## config.mk

```make
export PLATFORM = sky130hd
export DESIGN_NAME = dacr_regs
export DESIGN_NICKNAME = d
export VERILOG_FILES = /design/src/rtl/dacr_trig.v /design/src/rtl/dacr_regs.v
export VERILOG_INCLUDE_DIRS = /design/src /design/src/common
export SDC_FILE = /design/constraint.sdc
export NUM_CORES = 1
export LEC_CHECK = 0
export BUFFER_PORTS_ARGS = -buffer_cell sky130_fd_sc_hd__buf_2
export CORE_MARGIN = 1.5
export CORE_UTILIZATION = 55
export CTS_CLUSTER_SIZE = 14
export DETAILED_ROUTE_END_ITERATION = 10
export GPL_TIMING_DRIVEN = 0
export PLACE_DENSITY = 0.8
export SETUP_SLACK_MARGIN = 0.1
export SYNTH_ARGS = -nofsm -noshare
export SYNTH_HDL_FRONTEND = slang
export SYNTH_SLANG_ARGS = --single-unit
```

## constraint.sdc

```tcl
create_clock -name CORE_CLK -period 9.1 [get_ports CORE_CLK]
set_input_delay 1.82 -clock CORE_CLK [delete_from_list [all_inputs] [get_ports CORE_CLK]]
set_output_delay 1.82 -clock CORE_CLK [all_outputs]
set_load 0.005 [all_outputs]
```

## src/common/dacr_defs.vh

```
// Summary of operation
// config [31:28] selects monitor output source
// config bit 12 enables fast trigger triggering
// config bit 11 adds trigger to readout
// software writes bits 8,4 one, reserved zero
// config bit 6 picks trigger edge
// config bit 3 substitutes sawtooth for samples
// primary offset write replaces, read returns word
// set alias sets ones, clear alias clears
// concurrent software should use set/clear aliases
// record length code selects samples per channel
// no length/rate writes while running
// sawtooth starts from test-wave start value
// rate code selects 5, 2.5, 1 GS/s
// control bit 5 picks full threshold
// control bit 3 picks trigger counting policy
// run bit start performs memory reset
// stopped keeps events, ignores triggers
// status bit 8 shows synchronized ready
// status bit 7 sticky low on unlock
// status bits 6,5 show bypass, clock source
// status bits 4,3 show full, event ready
// status bit 2 mirrors run state
// fast trigger compared against 16-bit threshold
// status writes and alias reads change nothing
`ifndef DACR_DEFS_VH
`define DACR_DEFS_VH
// ==========================================================
// register offsets
`define DACR_OFF_CFG 16'h8000
`define DACR_OFF_CFG_SET 16'h8004
`define DACR_OFF_CFG_CLR 16'h8008
`define DACR_OFF_BUF_LAYOUT 16'h800c
`define DACR_OFF_REC_LEN 16'h8020
`define DACR_OFF_TEST_START 16'h807c
`define DACR_OFF_RATE 16'h80d8
`define DACR_OFF_ACQ_CTRL 16'h8100
`define DACR_OFF_ACQ_STAT 16'h8104
`define DACR_OFF_THRESH 16'h8200
// ==========================================================
// field positions
`define DACR_CFG_MON_HI 31
`define DACR_CFG_MON_LO 28
`define DACR_CFG_TRG_EN 12
`define DACR_CFG_TRG_RD 11
`define DACR_CFG_POL 6
`define DACR_CFG_TEST 3
`define DACR_CTL_FULLMODE 5
`define DACR_CTL_CNTALL 3
`define DACR_CTL_RUN 2
// ==========================================================
// reset values
`define DACR_CFG_RST 32'h0000_0110
`define DACR_THRESH_RST 16'h0000
// ==========================================================
// monitor codes and buffer capacity
`define DACR_MON_NONE 4'h0
`define DACR_MON_ALL 4'h1
`define DACR_MON_ACC 4'h2
`define DACR_MON_BUSY 4'h3
`define DACR_NBUF 11'h400
// ==========================================================
// timing: memory reset pulse length in ns at 100 ns clock
`define DACR_MRST_NS 200
`define DACR_CLK_NS 100
`define DACR_MRST_CYC (`DACR_MRST_NS / `DACR_CLK_NS)
`endif

```

## src/rtl/dacr_trig.v

```verilog
`timescale 1ns/1ns
`include "dacr_defs.vh"
// ==========================================================
// fast trigger front end: threshold compare and edge detect
module dacr_trig (
  input wire clk,
  input wire rst_n,
  input wire [15:0] level,
  input wire [15:0] threshold,
  input wire falling,
  output reg over_r,
  output wire edge_hit
);
  wire over_nxt;
  // compare against programmable threshold
  assign over_nxt = (level > threshold);
  always @(posedge clk or negedge rst_n) begin
    if (!rst_n) begin
      over_r <= 1'b0;
    end else begin
      over_r <= over_nxt;
    end
  end
  // edge chosen by polarity bit
  assign edge_hit = falling ? (over_r & ~over_nxt) : (~over_r & over_nxt);
endmodule // dacr_trig

```

## src/rtl/dacr_regs.v

```verilog
// Added by the designer: the AXI4-Lite interface to the registers.
`timescale 1ns/1ns
`include "dacr_defs.vh"
// ==========================================================
// acquisition configuration register bank, AXI4-Lite slave
module dacr_regs (
  input wire CORE_CLK,
  input wire RST_N,
  input wire [15:0] S_AXI_AWADDR,
  input wire S_AXI_AWVALID,
  output wire S_AXI_AWREADY,
  input wire [31:0] S_AXI_WDATA,
  input wire [3:0] S_AXI_WSTRB,
  input wire S_AXI_WVALID,
  output wire S_AXI_WREADY,
  output reg [1:0] S_AXI_BRESP,
  output reg S_AXI_BVALID,
  input wire S_AXI_BREADY,
  input wire [15:0] S_AXI_ARADDR,
  input wire S_AXI_ARVALID,
  output wire S_AXI_ARREADY,
  output reg [31:0] S_AXI_RDATA,
  output reg [1:0] S_AXI_RRESP,
  output reg S_AXI_RVALID,
  input wire S_AXI_RREADY,
  input wire [15:0] FAST_TRIGGER_INPUT,
  input wire BUSY,
  input wire [11:0] ADC_SAMPLE,
  input wire EVENT_READ,
  input wire PLL_READY,
  input wire PLL_LOCKED,
  input wire PLL_BYPASS,
  input wire CLK_EXTERNAL,
  input wire BOARD_STATUS_READ,
  output reg MONITOR_OUT,
  output reg LOCAL_TRIGGER,
  output reg TRIGGER_IN_READOUT,
  output reg [11:0] SAMPLE_OUT,
  output reg [10:0] RECORD_SAMPLES,
  output reg [1:0] RATE_CODE,
  output reg MEMORY_RESET,
  output reg [31:0] TRIGGER_COUNT,
  output reg [10:0] EVENTS_STORED
);
  // ========================================================
  // register storage
  reg [31:0] cfg_r;
  reg [1:0] rec_len_r;
  reg [11:0] test_start_r;
  reg [1:0] rate_r;
  reg [5:0] ctrl_r;
  reg [15:0] thresh_r;
  reg lock_ok_r;
  reg [11:0] saw_r;
  reg [1:0] mrst_cnt_r;
  // write channel capture
  reg aw_have_r;
  reg w_have_r;
  reg [15:0] aw_addr_r;
  reg [31:0] w_data_r;
  reg [3:0] w_strb_r;
  wire [31:0] wmask;
  wire wr_go;
  wire rd_go;
  wire run;
  wire trig_edge;
  wire full;
  wire accept;
  wire rd_hit;
  wire wr_hit;
  reg [31:0] rd_data;
  reg [10:0] rec_nxt;
  // pulse length is a plain integer; only its low bits load the counter
  wire [31:0] mrst_cyc;
  assign mrst_cyc = `DACR_MRST_CYC;
  assign run = ctrl_r[`DACR_CTL_RUN];
  // ========================================================
  // axi write path: address and data taken in either order
  assign S_AXI_AWREADY = ~aw_have_r & ~S_AXI_BVALID;
  assign S_AXI_WREADY = ~w_have_r & ~S_AXI_BVALID;
  assign wr_go = aw_have_r & w_have_r & ~S_AXI_BVALID;
  genvar gi;
  generate
    for (gi = 0; gi < 4; gi = gi + 1) begin : g_mask
      assign wmask[gi*8 +: 8] = {8{w_strb_r[gi]}};
    end
  endgenerate
  always @(posedge CORE_CLK or negedge RST_N) begin
    if (!RST_N) begin
      aw_have_r <= 1'b0;
      w_have_r <= 1'b0;
      aw_addr_r <= 16'h0000;
      w_data_r <= 32'h0000_0000;
      w_strb_r <= 4'h0;
      S_AXI_BVALID <= 1'b0;
      S_AXI_BRESP <= 2'b00;
    end else begin
      if (S_AXI_AWVALID && S_AXI_AWREADY) begin
        aw_have_r <= 1'b1;
        aw_addr_r <= S_AXI_AWADDR;
      end
      if (S_AXI_WVALID && S_AXI_WREADY) begin
        w_have_r <= 1'b1;
        w_data_r <= S_AXI_WDATA;
        w_strb_r <= S_AXI_WSTRB;
      end
      if (wr_go) begin
        aw_have_r <= 1'b0;
        w_have_r <= 1'b0;
        S_AXI_BVALID <= 1'b1;
        S_AXI_BRESP <= wr_hit ? 2'b00 : 2'b10;
      end else if (S_AXI_BREADY) begin
        S_AXI_BVALID <= 1'b0;
      end
    end
  end
  // decode of writable offsets; status write is acknowledged but dropped
  assign wr_hit = (aw_addr_r == `DACR_OFF_CFG) || (aw_addr_r == `DACR_OFF_CFG_SET) ||
                  (aw_addr_r == `DACR_OFF_CFG_CLR) || (aw_addr_r == `DACR_OFF_BUF_LAYOUT) ||
                  (aw_addr_r == `DACR_OFF_REC_LEN) || (aw_addr_r == `DACR_OFF_TEST_START) ||
                  (aw_addr_r == `DACR_OFF_RATE) || (aw_addr_r == `DACR_OFF_ACQ_CTRL) ||
                  (aw_addr_r == `DACR_OFF_ACQ_STAT) || (aw_addr_r == `DACR_OFF_THRESH);
  // ========================================================
  // register updates, byte strobes honoured
  always @(posedge CORE_CLK or negedge RST_N) begin
    if (!RST_N) begin
      cfg_r <= `DACR_CFG_RST;
      rec_len_r <= 2'b00;
      test_start_r <= 12'h000;
      rate_r <= 2'b00;
      ctrl_r <= 6'h00;
      thresh_r <= `DACR_THRESH_RST;
    end else if (wr_go) begin
      case (aw_addr_r)
        `DACR_OFF_CFG: cfg_r <= (cfg_r & ~wmask) | (w_data_r & wmask);
        `DACR_OFF_CFG_SET: cfg_r <= cfg_r | (w_data_r & wmask);
        `DACR_OFF_CFG_CLR: cfg_r <= cfg_r & ~(w_data_r & wmask);
        // software must not change these while running
        `DACR_OFF_REC_LEN: if (w_strb_r[0]) rec_len_r <= w_data_r[1:0];
        `DACR_OFF_RATE: if (w_strb_r[0]) rate_r <= w_data_r[1:0];
        `DACR_OFF_TEST_START: begin
          if (w_strb_r[0]) test_start_r[7:0] <= w_data_r[7:0];
          if (w_strb_r[1]) test_start_r[11:8] <= w_data_r[11:8];
        end
        `DACR_OFF_ACQ_CTRL: if (w_strb_r[0]) ctrl_r <= w_data_r[5:0] & 6'h2c;
        `DACR_OFF_THRESH: begin
          if (w_strb_r[0]) thresh_r[7:0] <= w_data_r[7:0];
          if (w_strb_r[1]) thresh_r[15:8] <= w_data_r[15:8];
        end
        default: cfg_r <= cfg_r;
      endcase
    end
  end
  // ========================================================
  // axi read path, one read at a time
  assign S_AXI_ARREADY = ~S_AXI_RVALID;
  assign rd_go = S_AXI_ARVALID & S_AXI_ARREADY;
  assign rd_hit = (S_AXI_ARADDR == `DACR_OFF_CFG) || (S_AXI_ARADDR == `DACR_OFF_CFG_SET) ||
                  (S_AXI_ARADDR == `DACR_OFF_CFG_CLR) || (S_AXI_ARADDR == `DACR_OFF_BUF_LAYOUT) ||
                  (S_AXI_ARADDR == `DACR_OFF_REC_LEN) || (S_AXI_ARADDR == `DACR_OFF_TEST_START) ||
                  (S_AXI_ARADDR == `DACR_OFF_RATE) || (S_AXI_ARADDR == `DACR_OFF_ACQ_CTRL) ||
                  (S_AXI_ARADDR == `DACR_OFF_ACQ_STAT) || (S_AXI_ARADDR == `DACR_OFF_THRESH);
  // read mux; aliases read zero and touch nothing
  always @* begin
    rd_data = 32'h0000_0000;
    case (S_AXI_ARADDR)
      `DACR_OFF_CFG: rd_data = cfg_r;
      `DACR_OFF_REC_LEN: rd_data = {30'h0000_0000, rec_len_r};
      `DACR_OFF_TEST_START: rd_data = {20'h0_0000, test_start_r};
      `DACR_OFF_RATE: rd_data = {30'h0000_0000, rate_r};
      `DACR_OFF_ACQ_CTRL: rd_data = {26'h000_0000, ctrl_r};
      `DACR_OFF_THRESH: rd_data = {16'h0000, thresh_r};
      `DACR_OFF_ACQ_STAT: rd_data = {23'h00_0000, PLL_READY, lock_ok_r, PLL_BYPASS,
                                     CLK_EXTERNAL, full, (EVENTS_STORED != 11'h000),
                                     run, 2'b00};
      default: rd_data = 32'h0000_0000;
    endcase
  end
  always @(posedge CORE_CLK or negedge RST_N) begin
    if (!RST_N) begin
      S_AXI_RVALID <= 1'b0;
      S_AXI_RDATA <= 32'h0000_0000;
      S_AXI_RRESP <= 2'b00;
    end else if (rd_go) begin
      S_AXI_RVALID <= 1'b1;
      S_AXI_RDATA <= rd_data;
      S_AXI_RRESP <= rd_hit ? 2'b00 : 2'b10;
    end else if (S_AXI_RREADY) begin
      S_AXI_RVALID <= 1'b0;
    end
  end
  // ========================================================
  // pll lock flag: unlock wins over the restoring read
  always @(posedge CORE_CLK or negedge RST_N) begin
    if (!RST_N) begin
      lock_ok_r <= 1'b1;
    end else if (!PLL_LOCKED) begin
      lock_ok_r <= 1'b0;
    end else if (BOARD_STATUS_READ) begin
      lock_ok_r <= 1'b1;
    end
  end
  // ========================================================
  // fast trigger front end
  dacr_trig u_trig (
    .clk(CORE_CLK),
    .rst_n(RST_N),
    .level(FAST_TRIGGER_INPUT),
    .threshold(thresh_r),
    .falling(cfg_r[`DACR_CFG_POL]),
    .over_r(),
    .edge_hit(trig_edge)
  );
  // full threshold depends on keep-one-free mode
  assign full = ctrl_r[`DACR_CTL_FULLMODE] ? (EVENTS_STORED >= `DACR_NBUF - 11'h001)
                                           : (EVENTS_STORED >= `DACR_NBUF);
  // stopped board neglects all triggers
  assign accept = trig_edge & cfg_r[`DACR_CFG_TRG_EN] & run & ~full & ~BUSY;
  // ========================================================
  // trigger use, monitor, memory reset and event count
  always @(posedge CORE_CLK or negedge RST_N) begin
    if (!RST_N) begin
      LOCAL_TRIGGER <= 1'b0;
      MONITOR_OUT <= 1'b0;
      TRIGGER_IN_READOUT <= 1'b0;
      TRIGGER_COUNT <= 32'h0000_0000;
      EVENTS_STORED <= 11'h000;
      MEMORY_RESET <= 1'b0;
      mrst_cnt_r <= 2'b00;
    end else begin
      LOCAL_TRIGGER <= accept;
      TRIGGER_IN_READOUT <= cfg_r[`DACR_CFG_TRG_RD];
      case (cfg_r[`DACR_CFG_MON_HI:`DACR_CFG_MON_LO])
        `DACR_MON_ALL: MONITOR_OUT <= trig_edge;
        `DACR_MON_ACC: MONITOR_OUT <= accept;
        `DACR_MON_BUSY: MONITOR_OUT <= BUSY;
        default: MONITOR_OUT <= 1'b0;
      endcase
      // run start clears the event memory for a fixed pulse
      if (wr_go && aw_addr_r == `DACR_OFF_ACQ_CTRL && w_strb_r[0] &&
          w_data_r[`DACR_CTL_RUN] && !run) begin
        mrst_cnt_r <= mrst_cyc[1:0];
        MEMORY_RESET <= 1'b1;
        EVENTS_STORED <= 11'h000;
        TRIGGER_COUNT <= 32'h0000_0000;
      end else begin
        if (mrst_cnt_r != 2'b00) begin
          mrst_cnt_r <= mrst_cnt_r - 2'b01;
        end
        MEMORY_RESET <= (mrst_cnt_r > 2'b01);
        // counting policy: all qualified edges or accepted only
        if (ctrl_r[`DACR_CTL_CNTALL] ? (trig_edge & run) : accept) begin
          TRIGGER_COUNT <= TRIGGER_COUNT + 32'h0000_0001;
        end
        // events stay readable after stop
        if (accept && !EVENT_READ) begin
          EVENTS_STORED <= EVENTS_STORED + 11'h001;
        end else if (!accept && EVENT_READ && EVENTS_STORED != 11'h000) begin
          EVENTS_STORED <= EVENTS_STORED - 11'h001;
        end
      end
    end
  end
  // ========================================================
  // record length and sample source
  always @* begin
    case (rec_len_r)
      2'b00: rec_nxt = 11'd1024;
      2'b01: rec_nxt = 11'd520;
      2'b10: rec_nxt = 11'd256;
      default: rec_nxt = 11'd136;
    endcase
  end
  // sawtooth restarts at start value whenever test mode is off
  always @(posedge CORE_CLK or negedge RST_N) begin
    if (!RST_N) begin
      saw_r <= 12'h000;
      SAMPLE_OUT <= 12'h000;
      RECORD_SAMPLES <= 11'd1024;
      RATE_CODE <= 2'b00;
    end else begin
      RECORD_SAMPLES <= rec_nxt;
      RATE_CODE <= rate_r;
      if (cfg_r[`DACR_CFG_TEST]) begin
        saw_r <= saw_r + 12'h001;
        SAMPLE_OUT <= saw_r;
      end else begin
        saw_r <= test_start_r;
        SAMPLE_OUT <= ADC_SAMPLE;
      end
    end
  end
endmodule // dacr_regs

```

# == Yosys cells after proc, flatten, opt, wreduce, memory -nomap -nowiden ==
# Index checks and enable logic that the tools add are counted.
# totals
word_cells,171
ff_bits,247
# classes
mux,29
addsub,5
bitwise,27
reduce_logical,49
magnitude_cmp,4
n_eq_ne,26
# op_table
cell,count
$eq 16x16->1 const B,20
$pmux 32 s7,1
$and 32x32->32,3
$pmux 32 s3,1
$mux 32,2
$not 32->32,2
$or 32x32->32,2
$mux 11,3
$pmux 11 s3,1
$add 32x1->32 const B,1
$mux 12,2
$reduce_and 3->1,7
$logic_or 1x1->1,18
$gt 16x16->1,1
$mux 1,14
$reduce_bool 2->1,7
$add 12x1->12 const B,1
$and 1x1->1,12
$add 11x1->11 const B,1
$ge 11x10->1 const B,1
$ge 11x11->1 const B,1
$reduce_bool 11->1,1
$sub 11x1->11 const B,1
$logic_and 1x1->1,9
other kinds (14),28

# == Logic depth before layout (Yosys ltp) ==
# Gate-level depths: netlist of run 1.
# depth
ltp_word,14
ltp_mapped,19

# == Hierarchy ==
# From an unflattened synthesis of run 1, not the netlist that was laid out.
# unflattened
cells_unflattened,1079
area_unflattened_um2,11681.2
# modules_own_cells
mod,area_each_um2,cells_each,seq_area_each_um2,instances
dacr_regs,11208.2,1015,5960.7,1
dacr_trig,473.0,64,25.0,1

# == Worst setup path before layout of run 1 ==
# No wires, ideal clock.
# synth_timing
path_type,input-to-reg
start,input FAST_TRIGGER_INPUT[14]
end,register EVENTS_STORED[10]
cell_stages,16
setup_time_ps,123
slack_ps,3202
required_time_ps,8977
arrival_time_ps,5775
path_cell_list,ha_1 -> nand4_1 -> or4_4 -> or2_4 -> a21o_1 -> a211oi_4 -> inv_2 -> buf_2 -> fa_1 -> a21oi_1 -> o211ai_1 -> o41ai_1 -> nor2_1 -> a211oi_1 -> mux2i_1 -> a21oi_1
# synth_via
elab_chain_len,12
# synth_lines
element,line,source
from (decl),dacr_regs.v:26,"input wire [15:0] FAST_TRIGGER_INPUT,"
$gt 16x16->1 *,dacr_trig.v:16,assign over_nxt = (level > threshold);
$not 1->1,dacr_trig.v:25,assign edge_hit = falling ? (over_r & ~over_nxt) : (~over_r & over_nxt);
$and 1x1->1,dacr_trig.v:25,
$mux 1 *,dacr_trig.v:25,
$and 1x1->1 * (4 in a row),dacr_regs.v:218,assign accept = trig_edge & cfg_r[`DACR_CFG_TRG_EN] & run & ~full & ~BUSY;
$logic_not 1->1,dacr_regs.v:258,end else if (!accept && EVENT_READ && EVENTS_STORED != 11'h000) begin
$logic_and 1x1->1 (2 in a row),dacr_regs.v:258,
$reduce_bool 3->1 (no source line),-,
to (signal assigned),dacr_regs.v:257,EVENTS_STORED <= EVENTS_STORED + 11'h001;
to (signal assigned),dacr_regs.v:259,EVENTS_STORED <= EVENTS_STORED - 11'h001;
to (decl),dacr_regs.v:43,output reg [10:0] EVENTS_STORED
# Every way passes the cells marked *; elsewhere a longest branch is shown, timed or not.
# A chain may end at the register's enable or synchronous reset.

# == Worst setup path in the final report of run 1 ==
# Ends and elaborated chain as after synthesis.

==> results of run 1 <==
==> through the flow <==
stage          cell area (µm²)  cells
6_report                 13700   1637
5_1_grt                  13700   1636
4_1_cts                  13700   1635
3_5_place_dp             12800   1588
3_3_place_gp             12800   1587
2_1_floorplan            11400   1103
==> state kept, by name, indices dropped and copies added (netlist names), 2 cells and up <==
register and count:
EVENTS_STORED 11, RATE_CODE 2, RECORD_SAMPLES 5, SAMPLE_OUT 12, S_AXI_RDATA 32, TRIGGER_COUNT 32
aw_addr_r 16, cfg_r 32, ctrl_r 3, mrst_cnt_r 2, rate_r 2, rec_len_r 2
saw_r 12, test_start_r 12, thresh_r 16, w_data_r 32, w_strb_r 4
==> cells in the final DEF (no fill, tap or decap), types with 11 or more instances in the layout <==
master | netlist | final
xor2_1 | 29 | 29
xnor2_1 | 11 | 11
clkbuf_16 | 0 | 27
mux2_2 | 85 | 85
inv_1 | 27 | 27
dfrtp_1 | 235 | 235
o21ai_0 | 63 | 63
nand3_1 | 22 | 22
o211ai_1 | 11 | 11
and2_1 | 14 | 14
clkbuf_1 | 33 | 36
o21ai_1 | 33 | 33
nand4_1 | 19 | 19
a21oi_1 | 46 | 46
and3_1 | 14 | 14
nand2_1 | 168 | 168
ha_1 | 30 | 30
buf_2 | 8 | 221
nor2_1 | 93 | 93
nor3_1 | 13 | 13
==> cells by family after synthesis <==
logic type | after synthesis | synth area share, %
AO/OA/AOI/OAI | 220 | 12.4
XOR/XNOR | 40 | 3.08
flip-flops | 239 | 52.6
multiplexers | 90 | 8.86
AND/OR/NAND/NOR | 391 | 16.4
adder cells (fa/ha/maj) | 31 | 3.48
other | 1 | 0.0330
buffers and inverters | 84 | 3.19
==> cell type report <==
type	count	area (µm²)
antenna	2	5.00
buffer	56	258
clock buffer	38	797
clock inverter	9	72.6
fill	1541	6520
inverter	28	105
multi-input combinational	780	5050
sequential	239	5990
tap	270	338
timing repair buffer	215	1110
==> critical path, stage by stage <==
cell      delay (ns)
buf_2           0.11
ha_1            0.31
nand4_1         0.22
or4_4           0.65
or2_4           0.31
a21o_1          0.32
a211oi_4        0.42
inv_2           0.06
buf_2           0.27
fa_1            0.45
a21oi_1         0.21
o211ai_1        0.16
o41ai_1         0.48
nor2_1          0.12
a211oi_1        0.36
mux2i_1         0.23
a21oi_1         0.08
==> power by group through the flow <==
stage	clock network [W]	registers, W	logic (W)
2_1_floorplan	0	0.00131	0.000255
3_3_place_gp	0	0.00134	0.000360
3_5_place_dp	0	0.00135	0.000375
4_1_cts	0.00107	0.00133	0.000378
5_1_grt	0.00111	0.00136	0.000417
6_report	0.00106	0.00134	0.000376
==> per-layer routing <==
metal	wire length (µm)	part of all wire, %
met1	12500	41
met3	2340	7.7
met2	14700	49
met4	757	2.5
met5	13	0.043
==> path summary, 6_finish.rpt <==
check	end	depth (start not counted)	start	slack [ns]
max	EVENTS_STORED[10]$_DFFE_PN0P_	17	FAST_TRIGGER_INPUT[14]	2.93
min in group asynchronous	S_AXI_RDATA[17]$_DFFE_PN0P_	1	RST_N	1.36
min	TRIGGER_IN_READOUT$_DFF_PN0_	0	cfg_r[11]$_DFFE_PN0P_	0.41
min reg2reg	TRIGGER_IN_READOUT$_DFF_PN0_	0	cfg_r[11]$_DFFE_PN0P_	0.41
max reg2reg	EVENTS_STORED[10]$_DFFE_PN0P_	17	thresh_r[14]$_DFFE_PN0P_	3.93
max in group asynchronous	ctrl_r[2]$_DFFE_PN0P_	2	RST_N	6.67
==> metrics.md, run 1 <==
| Metric | Value |
|---|---|
| Syn Inst Count | `1096` |
| Avg Inst Size Synth | `10.4 µm²` |
| Post-layout util | `between 60% and 70%` |
| HP Class | `flop to flop` |
| GRT overflow | `0` |
| Top-count cell post-synth | `dfrtp_1` |
| Width of the die | `147 µm` |
| Layout area overhead | `20.6%` |
| Ranking of synthesized cells by area | `dfrtp_1 52%, mux2_2 8.4%, nand2_1 5.5%` |
| Share of cells above drive strength 1 | `28.1%` |
| Pre-CTS WS | `2.48 ns` |
| Final slew viol count | `0` |
| Worst Tran Pin Value | `1.23 ns` |
| Post-synth ARST share | `100%` |
| CP arrival | `6.58 ns` |
| Internal power | `~0.002 W` |
| Hold WS | `0.411 ns` |
| Most frequent cells after synthesis | `235 x dfrtp_1, 168 x nand2_1, 93 x nor2_1` |
| Run status | `finished clean` |
| Crit Path Class | `input port to flop` |
| Top cell type's share of synthesized area | `51.7%` |
| CTS H-tree lvls | `1` |
| Setup Skew | `0.0163 ns` |
| Vias | `9440` |
| Vias/cell | `5.77` |
| Resize count post-CTS | `0` |
| Die Ht | `147 µm` |
| Fmax | `0.162 GHz` |
| Grt met3 use | `5.19%` |
| Peak VDD IR | `around 0.14 mV` |
| Met1 Use GR | `37.9%` |
| I/O pin count | `223` |
| PortBufs | `214` |
| EDFF count, synth | `0` |
| Setup Buffers After CTS | `0` |
| Global-route wire length before repair | `48700 µm` |
| Total wire length | `30300 µm` |
| FP Rows | `52` |
| Final setup margin | `~2.9 ns` |
| Worst-path clk slew | `0.06 ns` |
| Power per cell area | `between 200 and 250 nW/µm²` |
| Leakage | `roughly 6.7 nW` |
| Distinct cells, synth | `72` |
| Crit share post-route | `67.8%` |
| RSZ-0062 raised after global routing | `false` |
| Comb pwr share | `13.6%` |
| Core ar. | `20200 µm²` |
| CTS Root Cell | `clkbuf_16` |
| CTS tree | `yes` |
| Ys Warns | `0` |
| GRT Total Usage | `~28%` |
| Via count of the first global-routing pass | `9370` |
| Maxcap violations | `0` |
| DR pass1 iterations | `6` |
| Starting density of the core | `about 56%` |
| Fin Setup TNS | `0 ns` |
| DR DRC count | `0` |
| Largest net degree at the start of global routing | `~120` |
| Met2 global-route usage | `46.9%` |
| Mapped Area | `11400 µm²` |
| Setup crit start kind | `input port` |
| CTS Hold Bufs | `0` |
| Relative slew slack | `17.5%` |
| Switching power | `0.000735 W` |
| Clock Power Share | `roughly two fifths` |
| Final HPWL from detailed placement | `21600 µm` |
| Finish-stage setup viols | `0` |
| Fin crit period | `6.17 ns` |
| Ys flop type | `dfrtp_1` |
| Wire length per cell | `18.5 µm` |
| Die area | `21500 µm²` |
| Switching Fraction | `26.6%` |
| Critical Path RT | `9.51 ns` |
| Num CTS Buffers | `26` |
| Sequential area share after synthesis | `52.6%` |
| Post-synthesis sequential element count | `239` |
| Initial antenna violation count | `4` |
| Clk buf depth | `3` |
| Endpoints failing hold | `0` |
| Routability cong. | `0.854` |
| Reg power frac | `48.3%` |
| # clock sinks | `239` |
| Crit-path max FO | `20` |
| Critical Path End Type | `flop` |
| Pwr Total | `0.00277 W` |
| DRT iter0 DRCs | `670` |
| Nets | `around 1500` |
| Top Usage Layer GRT | `met2` |
| Clock Latency Late Sink | `0.52 ns` |
| Post-synth top area cell | `dfrtp_1` |
| Post-route ant nets | `0` |
(Power assumes the default switching activity.)
==> run 2, diff against run 1 <==
Settings changed: CORE_UTILIZATION 55 to 50, PLACE_DENSITY 0.8 to 0.76.
Clock period 9.1 ns to 5.4 ns, I/O delays scaled along.
==> metrics.md, run 2 (synthesized netlist as in run 1, its figures left out) <==
| Metric | Value |
|---|---|
| DR pass1 iterations | `6 (unchanged)` |
| Internal power | `0.00346 W (+70%)` |
| Most frequent cells in the layout | `235 x dfrtp_1, 221 x buf_2, 168 x nand2_1` |
| Crit-path max FO | `20 (unchanged)` |
| WP buf/inv | `3 (unchanged)` |
| DRT iter0 DRCs | `659 (-1.6%)` |
| Layout fillers | `1794 (+16%)` |
| Via count of the first global-routing pass | `9302 (-0.73%)` |
| Worst Tran Pin Value | `1.27 ns (+0.0466 ns)` |
| Power per cell area | `343 nW/µm² (+70%)` |
| Reg2Reg Setup Slack | `0.53 ns (-3.40 ns)` |
| Width of the die | `154 µm (+4.8%)` |
| Finish-stage setup viols | `0 (unchanged)` |
| Wire length per cell | `18.4 µm (-0.79%)` |
| Post-route ant nets | `0 (unchanged)` |
| Final slew viol count | `0 (unchanged)` |
| Switching Fraction | `27.1% (+0.57 points)` |
| Fmax | `0.196 GHz` |
| Starting density of the core | `51.5% (-4.7 points)` |
| PortBufs | `214 (unchanged)` |
| Peak VDD IR | `0.285 mV (+97%)` |
| Crit Path Class | `input port to flop` |
| Num CTS Buffers | `27 (+3.8%)` |
| Reg power frac | `47.5% (-0.8 points)` |
| DR DRC count | `0 (unchanged)` |
| Reg2reg start | `thresh_r[14]$_DFFE_PN0P_` |
| Layout Cells excl Fill | `1657 (+1.2%)` |
| Share of cells above drive strength 1 | `28.6% (+0.46 points)` |
| CTS Root Cell | `clkbuf_16` |
| CP arrival | `5.53 ns (-1.05 ns)` |
| Initial antenna violation count | `7 (+3)` |
| Global-route wire length before repair | `48600 µm (-0.24%)` |
| Comb pwr share | `13.3% (-0.3 points)` |
| RSZ-0062 raised after global routing | `false` |
| Vias/cell | `5.67 (-1.7%)` |
| Core ar. | `22100 µm² (+9.2%)` |
| Hold path startpoint | `rate_r[1]$_DFFE_PN0P_` |
| Nets | `1491 (+0.27%)` |
| Most common library cell in the layout ignoring fill and taps | `dfrtp_1` |
| Clk buf depth | `3 (unchanged)` |
| Die Ht | `154 µm (+4.8%)` |
| Clock Power Share | `39.2% (+1.1 points)` |
| Worst-case reg-to-reg path depth | `17 (unchanged)` |
| Largest net degree at the start of global routing | `126 (+1.6%)` |
| GRT Total Usage | `25.7% (-2.5 points)` |
| Placed cell count | `1598 (+0.63%)` |
| Maxcap violations | `0 (unchanged)` |
| Endpoints failing hold | `0 (unchanged)` |
| Critical Path End Type | `flop` |
| CTS Hold Bufs | `0 (unchanged)` |
| # clock sinks | `239 (unchanged)` |
| Crit share post-route | `94.6%` |
| I/O pin count | `223 (unchanged)` |
| Crit path cell chain | `buf_2, ha_1, nand4_1, or4_4, or2_4, a21o_1, a211oi_4, inv_2, buf_2, fa_1, a21oi_1, o211ai_1, o41ai_2, nor2_1, a211oi_2, mux2i_1, a21oi_1` |
| FP Rows | `54 (+3.8%)` |
| Critical Path RT | `5.82 ns (-3.69 ns)` |
| CP top delay family | `compound AO/OA/AOI/OAI gates` |
| Hold WS | `0.401 ns (-0.0100 ns)` |
| Setup crit start kind | `input port` |
| WHS Endpoint | `RATE_CODE[1]$_DFF_PN0_` |
| Total wire length | `30400 µm (+0.43%)` |
| Layout area overhead | `21.5%` |
| Routability cong. | `0.881 (+3.2%)` |
| Vias | `9394 (-0.49%)` |
| GRT overflow | `0 (unchanged)` |
| Fin crit period | `5.11 ns` |
| CTS H-tree lvls | `1 (unchanged)` |
| Worst R2R End | `EVENTS_STORED[10]$_DFFE_PN0P_` |
| Hold Path Depth | `0 (unchanged)` |
| Slowest cell delay on critical path | `0.65 ns (about the same)` |
| Leakage | `6.73 nW (+0.27%)` |
| CTS tree | `yes` |
| Die area | `23700 µm² (+9.8%)` |
| Relative slew slack | `14.5% (-3.0 points)` |
| Clock Latency Late Sink | `0.54 ns (+0.02 ns)` |
| CP max-delay cell | `or4_4` |
| Setup Skew | `0.0174 ns (+0.00112 ns)` |
| Final HPWL from detailed placement | `21800 µm (+1.1%)` |
| HP Class | `flop to flop` |
| Switching power | `0.00129 W (+75%)` |
| Worst-path clk slew | `0.06 ns (about the same)` |
| Run status | `finished clean` |
==> run 2: final cells by class <==
cell class | instances | area [µm²] | share of cell area (%)
well taps | 280 | 350 | 2.54
inverters | 28 | 105 | 0.761
diodes | 6 | 15.0 | 0.109
plain buffers | 56 | 258 | 1.87
clock buffers | 36 | 769 | 5.57
flip-flops and latches | 239 | 5990 | 43.3
repair buffers | 218 | 1130 | 8.17
multi-input cells | 780 | 5060 | 36.6
clock inverters | 14 | 144 | 1.04
==> run 2: timing repair <==
action / 4_1_cts / 5_1_grt
gates resized for setup: 1 / 1
setup buffers: 0 / 2
pin swaps: 0 / 2
endpoints found under the setup margin: 1 / 1
hold endpoints to repair: 0 / 0
==> run 2: power groups by stage <==
| stage | Combinational (W) | Clock (W) | Sequential [W] |
|---|---|---|---|
| after CTS | 0.000640 | 0.00188 | 0.00225 |
| after detailed placement | 0.000634 | 0 | 0.00228 |
| after global routing | 0.000707 | 0.00194 | 0.00230 |
| after global placement | 0.000608 | 0 | 0.00226 |
| after floorplan | 0.000429 | 0 | 0.00221 |
| final | 0.000633 | 0.00186 | 0.00226 |
==> run 2: metrics by stage <==
stage	setup slack [ns]	util [%]	power (W)	setup TNS, ns	area [µm²]
after global routing	0.0487	62.5	0.00495	0	13800
after detailed placement	-0.481	58.2	0.00291	-0.523	12900
after CTS	0.188	62.4	0.00476	0	13800
after floorplan	0.242	-	0.00264	0	11400
after global placement	-0.959	58.0	0.00287	-221.86	12800
final	0.291	62.5	0.00475	0	13800
==> run 2: routing by layer <==
metal  wire length (µm)  track usage (%)  vias to the layer above
met1              12700             34.4                     4577
met4               1120             10.7                        2
met3               2200             4.43                       73
met2              14400             41.7                      357
met5                 11                0                        -
li1                   -                -                     4385
==> run 2: worst max-delay path by stage <==
stage / startpoint / endpoint / slack, ns / cells after the start
after global placement: RST_N / TRIGGER_COUNT[25]$_DFFE_PN0P_ / -0.96 / 1
after global routing: FAST_TRIGGER_INPUT[14] / EVENTS_STORED[10]$_DFFE_PN0P_ / 0.05 / 17
after floorplan: FAST_TRIGGER_INPUT[14] / EVENTS_STORED[10]$_DFFE_PN0P_ / 0.24 / 16
final: FAST_TRIGGER_INPUT[14] / EVENTS_STORED[10]$_DFFE_PN0P_ / 0.29 / 17
after detailed placement: FAST_TRIGGER_INPUT[14] / EVENTS_STORED[10]$_DFFE_PN0P_ / -0.48 / 17
after CTS: FAST_TRIGGER_INPUT[14] / EVENTS_STORED[10]$_DFFE_PN0P_ / 0.19 / 17
==> run 3, diff against run 2 <==
Settings changed: RECOVER_POWER set to 25.
==> metrics.md, run 3 (synthesized netlist as in run 1, its figures left out) <==
| Metric | Value |
|---|---|
| Run status | `finished, violations left` |
| Failing checks | `capacitance limit, slew limit` |
| Routability cong. | `0.881 (unchanged)` |
| Most frequent cells in the layout | `235 x dfrtp_1, 221 x buf_2, 168 x nand2_1` |
| Wire length per cell | `18.3 µm (-0.12%)` |
| Worst R2R End | `EVENTS_STORED[10]$_DFFE_PN0P_` |
| Post-layout util | `62.5% (about the same)` |
| Power per cell area | `344 nW/µm² (about the same)` |
| Die Ht | `154 µm (unchanged)` |
| Crit path cell chain | `buf_2, ha_1, nand4_1, or4_4, or2_4, a21o_1, a211oi_4, inv_2, buf_2, fa_1, a21oi_1, o211ai_1, o41ai_2, nor2_1, a211oi_2, mux2i_1, a21oi_1` |
| GRT Total Usage | `25.7% (unchanged)` |
| Critical Path RT | `5.82 ns (about the same)` |
| Worst-path clk slew | `0.06 ns (about the same)` |
| Vias | `9404 (+0.11%)` |
| GRT overflow | `0 (unchanged)` |
| FP Rows | `54 (unchanged)` |
| Critical Path End Type | `flop` |
| Core ar. | `22100 µm² (unchanged)` |
| Endpoints failing hold | `0 (unchanged)` |
| Largest net degree at the start of global routing | `126 (unchanged)` |
| Clk buf depth | `3 (unchanged)` |
| HP Class | `flop to flop` |
| Leakage | `6.72 nW (about the same)` |
| Slowest cell delay on critical path | `0.65 ns (about the same)` |
| Post-route ant nets | `0 (unchanged)` |
| Clock Latency Late Sink | `0.54 ns (about the same)` |
| # clock sinks | `239 (unchanged)` |
| CTS Root Cell | `clkbuf_16` |
| Switching power | `0.00129 W (about the same)` |
| Worst-case reg-to-reg path depth | `17 (unchanged)` |
| CTS H-tree lvls | `1 (unchanged)` |
| DRT iter0 DRCs | `646 (-2.0%)` |
| Relative slew slack | `-93.5% (-110 points)` |
| Post-Layout Inst Area | `13800 µm² (about the same)` |
| Nets | `1491 (unchanged)` |
| Layout area overhead | `21.4% (about the same)` |
| Width of the die | `154 µm (unchanged)` |
| CP arrival | `5.53 ns (about the same)` |
| Final slew viol count | `115 (+115)` |
| Global-route wire length before repair | `48600 µm (unchanged)` |
| Clock Power Share | `39.2% (about the same)` |
| Finish-stage setup viols | `0 (unchanged)` |
| Post-Place Cell Area | `12900 µm² (unchanged)` |
| Internal power | `0.00346 W (about the same)` |
| Peak VDD IR | `0.285 mV (about the same)` |
| Via count of the first global-routing pass | `9302 (unchanged)` |
| Most common library cell in the layout ignoring fill and taps | `dfrtp_1` |
| Num CTS Buffers | `27 (unchanged)` |
| Comb pwr share | `13.3% (about the same)` |
| CTS tree | `yes` |
| Crit Path Class | `input port to flop` |
| Fmax | `0.196 GHz (about the same)` |
| Share of cells above drive strength 1 | `28.6% (unchanged)` |
| CP max-delay cell | `or4_4` |
| Reg power frac | `47.5% (about the same)` |
| Setup Skew | `0.0179 ns (+0.000530 ns)` |
| Reg2Reg Setup Slack | `0.53 ns (about the same)` |
| RSZ-0062 raised after global routing | `false` |
| PortBufs | `214 (unchanged)` |
| Reg2reg start | `thresh_r[14]$_DFFE_PN0P_` |
| Die area | `23700 µm² (unchanged)` |
| Maxcap violations | `1 (+1)` |
| Vias/cell | `5.68 (+0.11%)` |
| Fin crit period | `5.11 ns (-0.00216 ns)` |
| Final HPWL from detailed placement | `21800 µm (unchanged)` |
| Setup crit start kind | `input port` |
| Hold path startpoint | `rate_r[1]$_DFFE_PN0P_` |
| DR pass1 iterations | `5 (-1)` |
| Crit-path max FO | `20 (unchanged)` |
| I/O pin count | `223 (unchanged)` |
| Switching Fraction | `27.2% (about the same)` |
| Crit path to | `EVENTS_STORED[10]$_DFFE_PN0P_` |
| Setup crit start | `FAST_TRIGGER_INPUT[14]` |
| Starting density of the core | `51.5% (unchanged)` |
| WP buf/inv | `3 (unchanged)` |
| Initial antenna violation count | `7 (unchanged)` |
| CP top delay family | `compound AO/OA/AOI/OAI gates` |
| Worst Tran Pin Value | `2.90 ns (+1.63 ns)` |
| Layout fillers | `1795 (+0.056%)` |
| Crit share post-route | `94.6% (about the same)` |
| DR DRC count | `0 (unchanged)` |
| Total wire length | `30400 µm (-0.12%)` |
| Crit path depth | `17 (unchanged)` |
| Fin Setup TNS | `0 ns (unchanged)` |
run 3: layer usage:
| layer | wire length, µm | track usage (%) | vias up |
|---|---|---|---|
| li1 | - | - | 4387 |
| met1 | 12700 | 34.4 | 4579 |
| met2 | 14400 | 41.7 | 359 |
| met3 | 2170 | 4.43 | 77 |
| met4 | 1150 | 10.7 | 2 |
| met5 | 11 | 0 | - |
run 3: worst reg2reg max path, cell delays in order, from the launching register on:
cell and delay (ns):
dfrtp_1 0.34, inv_1 0.07, ha_1 0.33, nand4_1 0.22, or4_4 0.65, or2_4 0.31
a21o_1 0.31, a211oi_4 0.34, inv_2 0.06, buf_2 0.25, fa_1 0.45, a21oi_1 0.21
o211ai_1 0.17, o41ai_2 0.37, nor2_1 0.10, a211oi_2 0.28, mux2i_1 0.22, a21oi_1 0.08
run 3: worst min-delay path by stage:
stage	depth (start not counted)	slack [ns]	to
2_1_floorplan	0	0.37	TRIGGER_IN_READOUT$_DFF_PN0_
3_3_place_gp	0	0.39	RATE_CODE[0]$_DFF_PN0_
3_5_place_dp	0	0.40	RATE_CODE[1]$_DFF_PN0_
4_1_cts	0	0.40	RATE_CODE[1]$_DFF_PN0_
5_1_grt	0	0.41	RATE_CODE[1]$_DFF_PN0_
6_report	0	0.40	RATE_CODE[1]$_DFF_PN0_
run 3: power groups by stage:
stage	clock [W]	combinational (W)	sequential [W]
after floorplan	0	0.000429	0.00221
after global placement	0	0.000608	0.00226
after detailed placement	0	0.000634	0.00228
after CTS	0.00188	0.000640	0.00225
after global routing	0.00194	0.000707	0.00230
final	0.00186	0.000632	0.00226
run 3: timing repair:
| item | CTS | global route |
|---|---|---|
| setup buffers | 0 | 2 |
| endpoints found under the setup margin | 1 | 1 |
| gates resized for setup | 1 | 1 |
| hold buffers | 0 | 0 |
| pin swaps | 0 | 2 |
run 3: through the flow:
stage               hold WS, ns  std cells  power [W]  worst slack [ns]
global placement          0.393       1597    0.00287            -0.959
CTS                       0.404       1648    0.00476             0.188
floorplan                 0.367       1103    0.00264             0.242
detailed placement        0.397       1598    0.00291            -0.481
global route              0.406       1655    0.00495            0.0487
finish                    0.401       1657    0.00475             0.293
run 3: cell type report:
| cell class | count | area (µm²) | share of cell area, % |
|---|---|---|---|
| Timing Repair Buffer | 218 | 1120 | 8.10 |
| Tap cell | 280 | 350 | 2.54 |
| Buffer | 56 | 258 | 1.87 |
| Multi-Input combinational cell | 780 | 5060 | 36.7 |
| Inverter | 28 | 105 | 0.761 |
| Clock inverter | 14 | 144 | 1.04 |
| Clock buffer | 36 | 769 | 5.57 |
| Antenna cell | 6 | 15.0 | 0.109 |
| Sequential cell | 239 | 5990 | 43.3 |
